**config.mk**
```make
export PLATFORM = sky130hd
export DESIGN_NAME = vps_special_reg
export DESIGN_NICKNAME = d
export VERILOG_FILES = /design/src/shared/vps_pkg.sv /design/src/core/vps_special_reg.sv /design/src/core/vps_sync.sv
export VERILOG_INCLUDE_DIRS = /design/src /design/src/shared
export SDC_FILE = /design/constraint.sdc
export NUM_CORES = 1
export LEC_CHECK = 0
export BUFFER_PORTS_ARGS = -buffer_cell sky130_fd_sc_hd__buf_2
export CORE_MARGIN = 4
export CORE_UTILIZATION = 42
export CTS_CLUSTER_DIAMETER = 60
export DETAILED_ROUTE_END_ITERATION = 8
export GPL_TIMING_DRIVEN = 0
export PLACE_DENSITY_LB_ADDON = 0.08
export RECOVER_POWER = 100
export SLEW_MARGIN = 20
export SYNTH_ARGS = -nofsm -noshare
export SYNTH_HDL_FRONTEND = slang
export SYNTH_SLANG_ARGS = --single-unit
```
**constraint.sdc**
```tcl
create_clock -name mclk -period 1.9 [get_ports mclk]
set_input_delay 0.19 -clock mclk [delete_from_list [all_inputs] [get_ports mclk]]
set_output_delay 0.19 -clock mclk [all_outputs]
set_load 0.005 [all_outputs]
```
**src/shared/vps_regs.svh**
```systemverilog
// vps_regs.svh: offsets, field positions and timing for the vphy special register
// assumes inclusion by bare name from the modules
`ifndef VPS_REGS_SVH
`define VPS_REGS_SVH
`define VPS_OFS_PORT0       12'h1dc
`define VPS_OFS_PORT1       12'h0dc
`define VPS_MII_INDEX       5'h1f
`define VPS_BIT_MODE2       15
`define VPS_BIT_TURBO       10
`define VPS_BIT_MODE_HI     9
`define VPS_BIT_MODE_LO     8
`define VPS_BIT_REFCLK_DIR  6
`define VPS_BIT_CLK_DRIVE   5
`define VPS_BIT_SPD_HI      4
`define VPS_BIT_SPD_LO      2
`define VPS_BIT_HB_OFF      0
`define VPS_SPD_10_HALF     3'h1
`define VPS_SPD_100_HALF    3'h2
`define VPS_SPD_10_FULL     3'h5
`define VPS_SPD_100_FULL    3'h6
`define VPS_SYNC_STAGES     2
`endif

```
**src/shared/vps_pkg.sv**
```systemverilog
// vps_pkg.sv: types for the vphy special control/status register
// assumes vps_regs.svh for the numeric constants
`default_nettype none
package vps_pkg;
	typedef enum logic [2:0] {
		VPS_MII_MAC  = 3'b000,
		VPS_MII_PHY  = 3'b001,
		VPS_RMII_MAC = 3'b010,
		VPS_RMII_PHY = 3'b011,
		VPS_MODE_RSV = 3'b100
	} vps_mode_e;

	typedef struct packed {
		vps_mode_e  mode;
		logic       turbo;
		logic       refclk_dir;
		logic       clk_drive;
		logic       hb_off;
	} vps_strap_s;

	typedef struct packed {
		logic       refclk_output;
		logic       drive_16ma;
		logic       heartbeat_test_en;
		logic       turbo_active;
	} vps_ctrl_s;
endpackage
`default_nettype wire

```
**src/core/vps_special_reg.sv**
```systemverilog
// vps_special_reg.sv: per-port vphy special control/status register
// assumes a register-space access port (32-bit) and a serial management port (16-bit)
`timescale 1ns/1ps
`default_nettype none
`include "vps_regs.svh"
module vps_special_reg #(
	parameter logic [11:0] REG_OFS = `VPS_OFS_PORT0
) (
	input  wire logic               mclk,
	input  wire logic               sys_rst,
	input  wire vps_pkg::vps_strap_s strap_pins,
	input  wire logic               vphy_reset_pulse,
	input  wire logic               vphy_soft_reset_bit,
	input  wire logic               vphy_autoneg_enable,
	input  wire logic               vphy_speed_select_low,
	input  wire logic               mode_a,
	input  wire logic [2:0]         an_result,
	input  wire logic               loopback_in,
	input  wire logic               sys_wr,
	input  wire logic               sys_rd,
	input  wire logic [11:0]        sys_addr,
	input  wire logic [31:0]        sys_wdata,
	output var  logic [31:0]        sys_rdata,
	output var  logic               sys_hit,
	input  wire logic               mii_wr,
	input  wire logic               mii_rd,
	input  wire logic [4:0]         mii_regad,
	input  wire logic [15:0]        mii_wdata,
	output var  logic [15:0]        mii_rdata,
	output var  vps_pkg::vps_ctrl_s ctrl_out,
	output var  logic               port_reference_clock_pin_oe
);
	import vps_pkg::*;

	localparam int SW = $bits(vps_strap_s);

	logic [SW-1:0] strap_sync;
	vps_strap_s    strap_q;
	logic          strap_take_q;
	logic [1:0]    fill_q;
	logic          turbo_q;
	logic          refclk_dir_q;
	logic          clk_drive_q;
	logic          hb_off_q;
	logic [2:0]    speed_duplex;
	logic [15:0]   reg_view;
	logic          sys_sel;
	logic          mii_sel;
	logic          soft_reset;
	logic          wr_any;
	logic [15:0]   wr_data;

	vps_sync #(.W(SW)) u_strap_sync (
		.mclk    (mclk),
		.sys_rst (sys_rst),
		.din     (strap_pins),
		.dout    (strap_sync)
	);

	// straps latched once, after the synchroniser has filled following reset release
	always_ff @(posedge mclk) begin
		if (sys_rst) begin
			fill_q       <= '0;
			strap_take_q <= 1'b0;
			strap_q      <= '0;
		end else if (!strap_take_q) begin
			fill_q <= fill_q + 2'h1;
			if (fill_q == 2'(`VPS_SYNC_STAGES)) begin
				strap_take_q <= 1'b1;
				strap_q      <= vps_strap_s'(strap_sync);
			end
		end
	end

	assign soft_reset = vphy_reset_pulse || vphy_soft_reset_bit || !strap_take_q;
	assign sys_sel    = (sys_addr == REG_OFS);
	assign mii_sel    = (mii_regad == `VPS_MII_INDEX);
	assign wr_any     = (sys_wr && sys_sel) || (mii_wr && mii_sel);
	assign wr_data    = (sys_wr && sys_sel) ? sys_wdata[15:0] : mii_wdata;

	// writable fields; strap defaults restored on vphy reset
	always_ff @(posedge mclk) begin
		if (sys_rst) begin
			turbo_q      <= 1'b0;
			refclk_dir_q <= 1'b0;
			clk_drive_q  <= 1'b0;
			hb_off_q     <= 1'b0;
		end else if (soft_reset) begin
			turbo_q      <= strap_take_q ? strap_q.turbo      : strap_sync[3];
			refclk_dir_q <= strap_take_q ? strap_q.refclk_dir : strap_sync[2];
			clk_drive_q  <= strap_take_q ? strap_q.clk_drive  : strap_sync[1];
			hb_off_q     <= strap_take_q ? strap_q.hb_off     : strap_sync[0];
		end else if (wr_any) begin
			turbo_q      <= wr_data[`VPS_BIT_TURBO];
			refclk_dir_q <= wr_data[`VPS_BIT_REFCLK_DIR];
			clk_drive_q  <= wr_data[`VPS_BIT_CLK_DRIVE];
			hb_off_q     <= wr_data[`VPS_BIT_HB_OFF];
		end
	end

	// speed/duplex: negotiation result or forced basic control bits
	always_comb begin
		if (vphy_autoneg_enable) begin
			speed_duplex = an_result;
		end else begin
			speed_duplex = {mode_a, vphy_speed_select_low, !vphy_speed_select_low};
		end
	end

	always_comb begin
		reg_view = '0;
		reg_view[`VPS_BIT_MODE2] = strap_q.mode[2];
		reg_view[14] = loopback_in;
		reg_view[`VPS_BIT_TURBO] = turbo_q;
		reg_view[`VPS_BIT_MODE_HI:`VPS_BIT_MODE_LO] = strap_q.mode[1:0];
		reg_view[`VPS_BIT_REFCLK_DIR] = refclk_dir_q;
		reg_view[`VPS_BIT_CLK_DRIVE] = clk_drive_q;
		reg_view[`VPS_BIT_SPD_HI:`VPS_BIT_SPD_LO] = speed_duplex;
		reg_view[`VPS_BIT_HB_OFF] = hb_off_q;
	end

	assign sys_hit = sys_sel && (sys_rd || sys_wr);

	// read data registered; upper half padding reads zero
	always_ff @(posedge mclk) begin
		if (sys_rst) begin
			sys_rdata <= '0;
			mii_rdata <= '0;
		end else begin
			if (sys_rd) begin
				sys_rdata <= sys_sel ? {16'h0000, reg_view} : 32'h0000_0000;
			end
			if (mii_rd) begin
				mii_rdata <= mii_sel ? reg_view : 16'h0000;
			end
		end
	end

	// effective controls
	always_ff @(posedge mclk) begin
		if (sys_rst) begin
			ctrl_out                    <= '0;
			port_reference_clock_pin_oe <= 1'b0;
		end else begin
			port_reference_clock_pin_oe <= refclk_dir_q;
			ctrl_out.refclk_output      <= refclk_dir_q;
			ctrl_out.drive_16ma         <= clk_drive_q && ((strap_q.mode == VPS_RMII_MAC)
				|| (strap_q.mode == VPS_RMII_PHY)
				|| (strap_q.mode == VPS_MII_PHY && turbo_q));
			ctrl_out.heartbeat_test_en  <= (strap_q.mode == VPS_MII_PHY) && !hb_off_q;
			ctrl_out.turbo_active       <= (strap_q.mode == VPS_MII_PHY) && turbo_q;
		end
	end

	// defaults and resets
	strap_default_a: assert property (@(posedge mclk) disable iff (sys_rst)
		$rose(strap_take_q) |=> (hb_off_q == strap_q.hb_off))
		else $error("heartbeat bit missed strap default");
	vreset_a: assert property (@(posedge mclk) disable iff (sys_rst)
		(vphy_reset_pulse && strap_take_q) |=> (refclk_dir_q == strap_q.refclk_dir)
		&& (clk_drive_q == strap_q.clk_drive))
		else $error("vphy reset did not restore defaults");
	soft_hold_a: assert property (@(posedge mclk) disable iff (sys_rst)
		(vphy_soft_reset_bit && strap_take_q) |=> (hb_off_q == strap_q.hb_off)
		&& (turbo_q == strap_q.turbo))
		else $error("soft reset did not hold defaults");
	mode_stable_a: assert property (@(posedge mclk) disable iff (sys_rst)
		strap_take_q |=> $stable(strap_q))
		else $error("read-only mode field changed");

	// effective controls
	refclk_dir_a: assert property (@(posedge mclk) disable iff (sys_rst)
		##1 port_reference_clock_pin_oe == $past(refclk_dir_q))
		else $error("reference clock direction wrong");
	write_lands_a: assert property (@(posedge mclk) disable iff (sys_rst)
		(wr_any && !soft_reset) |=> refclk_dir_q == $past(wr_data[6]))
		else $error("clock direction write lost");
	drive_a: assert property (@(posedge mclk) disable iff (sys_rst)
		(strap_q.mode == VPS_MII_PHY && !turbo_q) [*2] |-> !ctrl_out.drive_16ma)
		else $error("drive not 12 mA in slow mii phy");
	drive_rmii_a: assert property (@(posedge mclk) disable iff (sys_rst)
		(clk_drive_q && (strap_q.mode == VPS_RMII_MAC || strap_q.mode == VPS_RMII_PHY))
		|=> ctrl_out.drive_16ma)
		else $error("rmii drive not 16 mA");
	hb_mode_a: assert property (@(posedge mclk) disable iff (sys_rst)
		(strap_q.mode != VPS_MII_PHY) [*2] |-> !ctrl_out.heartbeat_test_en)
		else $error("heartbeat active outside mii phy");
	hb_enable_a: assert property (@(posedge mclk) disable iff (sys_rst)
		(strap_q.mode == VPS_MII_PHY && !hb_off_q) |=> ctrl_out.heartbeat_test_en)
		else $error("heartbeat test not enabled in mii phy");

	// read view
	an_speed_a: assert property (@(posedge mclk) disable iff (sys_rst)
		vphy_autoneg_enable |-> reg_view[4:2] == an_result)
		else $error("negotiated speed/duplex not shown");
	forced_speed_a: assert property (@(posedge mclk) disable iff (sys_rst)
		!vphy_autoneg_enable |-> reg_view[4] == mode_a && reg_view[3] == vphy_speed_select_low
		&& reg_view[2] == !vphy_speed_select_low)
		else $error("forced speed/duplex mismatch");
	pad_zero_a: assert property (@(posedge mclk) disable iff (sys_rst)
		sys_rd |=> sys_rdata[31:16] == 16'h0000 && sys_rdata[1] == 1'b0)
		else $error("reserved bits not zero");
	mode_view_a: assert property (@(posedge mclk) disable iff (sys_rst)
		(mii_rd && mii_sel) |=> mii_rdata[15] == strap_q.mode[2]
		&& mii_rdata[9:8] == strap_q.mode[1:0])
		else $error("mode field mismatch");
	mii_view_a: assert property (@(posedge mclk) disable iff (sys_rst)
		(mii_rd && mii_sel) |=> mii_rdata == $past(reg_view))
		else $error("serial view not lower half");
	sys_view_a: assert property (@(posedge mclk) disable iff (sys_rst)
		(sys_rd && sys_sel) |=> sys_rdata == {16'h0000, $past(reg_view)})
		else $error("register-space view wrong");
	sys_miss_a: assert property (@(posedge mclk) disable iff (sys_rst)
		(sys_rd && !sys_sel) |=> sys_rdata == 32'h0000_0000)
		else $error("miss read not zero");
endmodule
`default_nettype wire

```
**src/core/vps_sync.sv**
```systemverilog
// vps_sync.sv: two-flop level synchroniser, parameter width
// assumes one clock, synchronous active-high reset
`timescale 1ns/1ps
`default_nettype none
module vps_sync #(
	parameter int W = 1
) (
	input  wire logic         mclk,
	input  wire logic         sys_rst,
	input  wire logic [W-1:0] din,
	output var  logic [W-1:0] dout
);
	logic [W-1:0] meta_q;

	always_ff @(posedge mclk) begin
		if (sys_rst) begin
			meta_q <= '0;
			dout   <= '0;
		end else begin
			meta_q <= din;
			dout   <= meta_q;
		end
	end
endmodule
`default_nettype wire

```
# --- After elaboration in Yosys (flattened, before gate mapping) ---
# Index checks and enable logic that the tools add are counted.
op_classes:
  n_addsub: 1
  n_eq_ne: 6
  n_mux: 18
  bitwise: 1
  n_reduce_logical: 17
ops:
  columns: ["operator", "n"]
  rows:
  - ["2-to-1 mux 16 bit", 2]
  - ["2-to-1 mux 1 bit", 14]
  - ["equality test 12 x 9 -> 1 bit (second input constant)", 1]
  - ["2-to-1 mux 11 bit", 1]
  - ["equality test 3 x 2 -> 1 bit (second input constant)", 2]
  - ["logical AND 1 bit", 6]
  - ["logical OR 1 bit", 6]
  - ["equality test 5 bit (second input constant)", 1]
  - ["equality test 3 x 1 -> 1 bit (second input constant)", 1]
  - ["logical NOT 1 bit", 3]
  - ["2-to-1 mux 3 bit", 1]
  - ["adder 2 x 1 -> 2 bit (second input constant)", 1]
  - ["equality test 2 bit (second input constant)", 1]
  - ["AND reduction 2 bit", 1]
  - ["nonzero test 2 bit", 1]
  - ["NOT 1 bit", 1]
totals:
  regBits: 80
  in_bits: 87
  output_inout_bits: 54
  wordCells: 62

# --- Logic depth before layout (Yosys ltp) ---
depth:
  ltp_word: 5
  ltp_mapped: 6
  ltp_nobuf: 5

# --- Hierarchy ---
# Synthesis repeated with hierarchy kept, for this count alone.
unflattened:
  hier_cells: 233
  area_unflattened_um2: 2279.7
modules_own_cells:
  columns: ["module", "n_inst", "cells_each", "area_per_inst_um2", "seq_area_each_um2"]
  rows:
  - ["vps_special_reg", 1, 204, 1871.8, 800.8]
  - ["vps_sync", 1, 29, 407.9, 280.3]

# --- Worst setup path before layout ---
# OpenSTA, ideal clock, no wires.
synth_timing:
  path_kind: "input -> register"
  start: "in sys_addr[9]"
  end: "reg clk_drive_q"
  setup_ns: 0.134
  arrival_ns: 1.518
  t_required_ns: 1.766
  path_slack_ns: 0.248
  path_stages: 4
  n_path_buf: 0
  path_cell_list: "or4b_4 -> or4_4 -> o221ai_1 -> a211oi_1"
synth_between:
  elab_chain_len: 5
  word_cells_on_any_way: 7
  classes_between: "eq/ne (1); mux (3); reduce/logical (3)"
synth_lines:
  columns: ["item", "line_no", "rtl"]
  rows:
  - ["from (decl)", "vps_special_reg.sv:21", "input wire logic [11:0] sys_addr,"]
  - ["equality test 12 x 9 -> 1 bit (*)", "vps_special_reg.sv:76", "assign sys_sel = (sys_addr == REG_OFS);"]
  - ["logical AND 1 bit (*)", "vps_special_reg.sv:78, vps_special_reg.sv:79", null]
  - ["2-to-1 mux 11 bit", "vps_special_reg.sv:79", "assign wr_data = (sys_wr && sys_sel) ? sys_wdata[15:0] : mii_wdata;"]
  - ["2-to-1 mux 1 bit", "vps_special_reg.sv:93", "end else if (wr_any) begin"]
  - ["2-to-1 mux 1 bit", "vps_special_reg.sv:88", "end else if (soft_reset) begin"]
  - ["to (signal assigned)", "vps_special_reg.sv:91", "clk_drive_q <= strap_take_q ? strap_q.clk_drive : strap_sync[1];"]
  - ["to (signal assigned)", "vps_special_reg.sv:96", "clk_drive_q <= wr_data[`VPS_BIT_CLK_DRIVE];"]
  - ["to (decl)", "vps_special_reg.sv:43", "logic clk_drive_q;"]
# Every way passes the cells marked *; elsewhere a longest branch is shown, timed or not. The select of a mux whose other input is x is not followed.
# A chain may end at the register's enable or synchronous reset.

# --- Final worst setup path ---
layout_timing:
  start: "in sys_addr[9]"
  end: "out sys_hit"
layout_between:
  elab_chain_len: 2
layout_lines:
  columns: ["item", "line_no", "rtl"]
  rows:
  - ["equality test 12 x 9 -> 1 bit", "vps_special_reg.sv:76", null]
  - ["logical AND 1 bit", "vps_special_reg.sv:122", "assign sys_hit = sys_sel && (sys_rd || sys_wr);"]
  - ["to (decl)", "vps_special_reg.sv:24", "output var logic sys_hit,"]
# No other way between the ends.

==> flow_summary.yaml <==
worst_setup_path:
  cp.arrival_ns: 1.49
  cp-end-kind: "output port"
  critPathKind: "in -> out"
  cp_max_fo: 5
  cp-start-kind: "primary input"
  worstPathRequired_ns: 1.71
  reg2reg_to: "hb_off_q$_SDFFE_PP0P_"
  reg2reg_from: "strap_take_q$_SDFF_PP0_"
  rr_worst_depth: 5
  reg2reg_slack_ns: 0.24
floorplan:
  dieArea_sq_mm: 0.006568
  dieHeight_um: 81.05
  io_pins: 141
  coreArea_sq_mm: 0.005140
  dieWidth_um: 81.05
  floorplan.rows: 26
  start_util: 0.4360
global_route:
  grt_max_degree: 18
  grt_pass1_wl_mm: 7.424
  grt_overflow_total: 0
  antenna_found_initial: 0
  grt_pass1_vias: 1580
  track_usage: 0.1464
sta:
  finalHoldViolCount: 0
  finalWorstSetupSlack_ns: 0.2163
  finalSetupViolCount: 0
  fmax_mhz: 593.9
  fin_crit_sh: 0.8862
  worst_pin_slew_ns: 0.5240
  slew_headroom: 0.6483
  tns_ns: 0
  maxSlewViolCount: 0
  rsz0062_at_grt: "no"
  clock_skew_ns: 0.005927
  min_period_ns: 1.684
logic_synthesis:
  ys_ff_latch: 54
  yosys_warnings: 0
  synth_area_sq_mm: 0.002241
  seq_area_frac_synth: 0.4824
  synth_ff_type: "dfxtp_1"
  synthArstFlopShare: 0
  synth-edff-count: 0
  synthDistinctLibCells: 33
  syn-mean-instance-area_sq_um: 9.576
  synthCells: 234
final_layout:
  area_growth_pct: 29.93
  final_nets: 431
  fill_cells: 528
  multi_input_area_sq_um: 992.2
  antennaDiodeCount: 0
  drive_above_1_share: 0.2994
  seq_area_sq_mm: 0.001081
  postLayoutCellArea_sq_mm: 0.002912
clock_tree:
  cts_root_buf: "clkbuf_8"
  clock_path_buffers: 2
  cts.sinks: 54
  path_clk_slew_ns: 0.09
  htree_levels: 2
  cts_tree: "done"
  hold_buffers: 0
  cts_buffers: 5
  clk_latency_ns: 0.30
drt:
  detail-route-antenna-nets: 0
  first_pass_iters: 4
  wire_per_inst_um: 11.57
  detail_route.vias_per_cell: 4.447
  drtIter0Drc: 61
  drcViolationCount: 0
  finalWirelength_mm: 4.789
  vias: 1841
place:
  port_buffers: 73
  dp_hpwl_mm: 3.705
  dp_slack_ns: 0.001921
  placed_area_sq_mm: 0.002788
  gp_congestion: 0.7155
min_path:
  min_path_cells: 2
  hold_path.class: "in -> reg"
  hold_end: "u_strap_sync.meta_q[5]$_SDFF_PP0_"
  hold_start: "strap_pins[5]"
pwr:
  power.leakage_nw: 1.290
  powerDensity_mw_per_mm2: 823.0
  ir_drop_v: 0.0005723
  p_total_mw: 2.396
job:
  drv_cap: 0
outcome:
  status: "complete, no violations"
## where the power goes
group / total (mW) / switching, mW / internal (mW)
Sequential: 1.23 / 0.0405 / 1.19
Clock: 0.765 / 0.369 / 0.395
Combinational: 0.399 / 0.190 / 0.209
Total: 2.40 / 0.600 / 1.80
## timing repair
item / CTS / global route
setup buffers: 0 / 4
pin swaps: 0 / 0
gates resized for setup: 1 / 0
setup endpoints to repair: 4 / 4
gates cloned: 0 / 0
## kinds of logic (layout without fill, tap and decap cells)
logic type	count (synthesis)	in the layout	share of synthesized area
other	1	26	0.001673
adder cells (fa/ha/maj)	1	1	0.005583
XOR/XNOR	1	1	0.003909
multiplexers	13	13	0.05919
AND/OR/NAND/NOR	83	83	0.2105
AO/OA/AOI/OAI	39	39	0.1189
flip-flops	54	54	0.4824
buffers and inverters	42	127	0.1178
## placed cells by master (no fill, tap or decap), types with 2 or more instances in the layout
master,n
nor2_1,35
nor3_1,4
clkbuf_4,2
clkbuf_8,5
nor4b_1,2
nor4_1,2
nor2b_1,27
nand4_1,2
o22a_1,4
a21oi_1,13
buf_2,56
mux2i_1,11
dfxtp_1,54
a211oi_1,4
inv_1,3
buf_4,30
o221ai_1,4
nand2_1,3
mux2_2,2
a22oi_1,11
clkbuf_1,27
conb_1,26
## critical path, stage by stage
cell	delay, ns
buf_2	0.09
or4b_1	0.65
a2111oi_0	0.40
clkbuf_1	0.15
## stage by stage
stage	hold WS [ns]	cells	util
after global placement	0.3980	402	0.5424
after global routing	0.07397	414	0.5665
final	0.08985	414	0.5665
after detailed placement	0.4017	402	0.5424
after CTS	0.07973	410	0.5655
after floorplan	0.3182	259	-
## flip-flops by register name, indices dropped and copies added (netlist names)
signal / count
fill_q: 2
u_strap_sync.meta_q: 7
turbo_q: 1
clk_drive_q: 1
ctrl_out: 3
reg_view: 3
port_reference_clock_pin_oe: 1
sys_rdata: 11
hb_off_q: 1
mii_rdata: 11
strap_q: 4
strap_take_q: 1
u_strap_sync.dout: 7
refclk_dir_q: 1
## cells in the mapped netlist (all sizes together) (2+ instances only)
master	instances	area share
dfxtp	54	0.48
nor2	35	0.059
buf	29	0.096
nor2b	27	0.075
a21oi	13	0.029
a22oi	11	0.037
mux2i	11	0.049
clkbuf	10	0.017
a211oi	4	0.013
nor3	4	0.0089
nor4	4	0.021
o221ai	4	0.016
o22a	4	0.016
inv	3	0.0050
nand2	3	0.0050
mux2	2	0.010
nand4	2	0.0056
nor4b	2	0.0078
o21ai	2	0.0045
## worst max path at each step
stage                            startpoint  slack (ns)                        to
floorplan                       sys_addr[9]        0.25  clk_drive_q$_SDFFE_PP0P_
global placement    strap_take_q$_SDFF_PP0_      -0.003  clk_drive_q$_SDFFE_PP0P_
detailed placement  strap_take_q$_SDFF_PP0_       0.002     hb_off_q$_SDFFE_PP0P_
CTS                 strap_take_q$_SDFF_PP0_        0.14     hb_off_q$_SDFFE_PP0P_
global route        strap_take_q$_SDFF_PP0_        0.05  clk_drive_q$_SDFFE_PP0P_
finish                          sys_addr[9]        0.22                   sys_hit
## final cells by class
type / instances / area share
plain buffers: 39 / 0.08681
repair buffers: 77 / 0.1285
clock buffers: 5 / 0.02364
clock inverters: 3 / 0.01504
multi-input cells: 163 / 0.3408
inverters: 3 / 0.003868
flip-flops and latches: 54 / 0.3713
well taps: 70 / 0.03008
## routing by layer
metal	global-route usage	wire, um	vias to the layer above
met5	0	0	-
met4	0.05236	74	0
met2	0.2282	2110	77
met3	0.04545	490	6
li1	-	-	972
met1	0.1910	2113	786
Power figures use the tool's default switching activity.
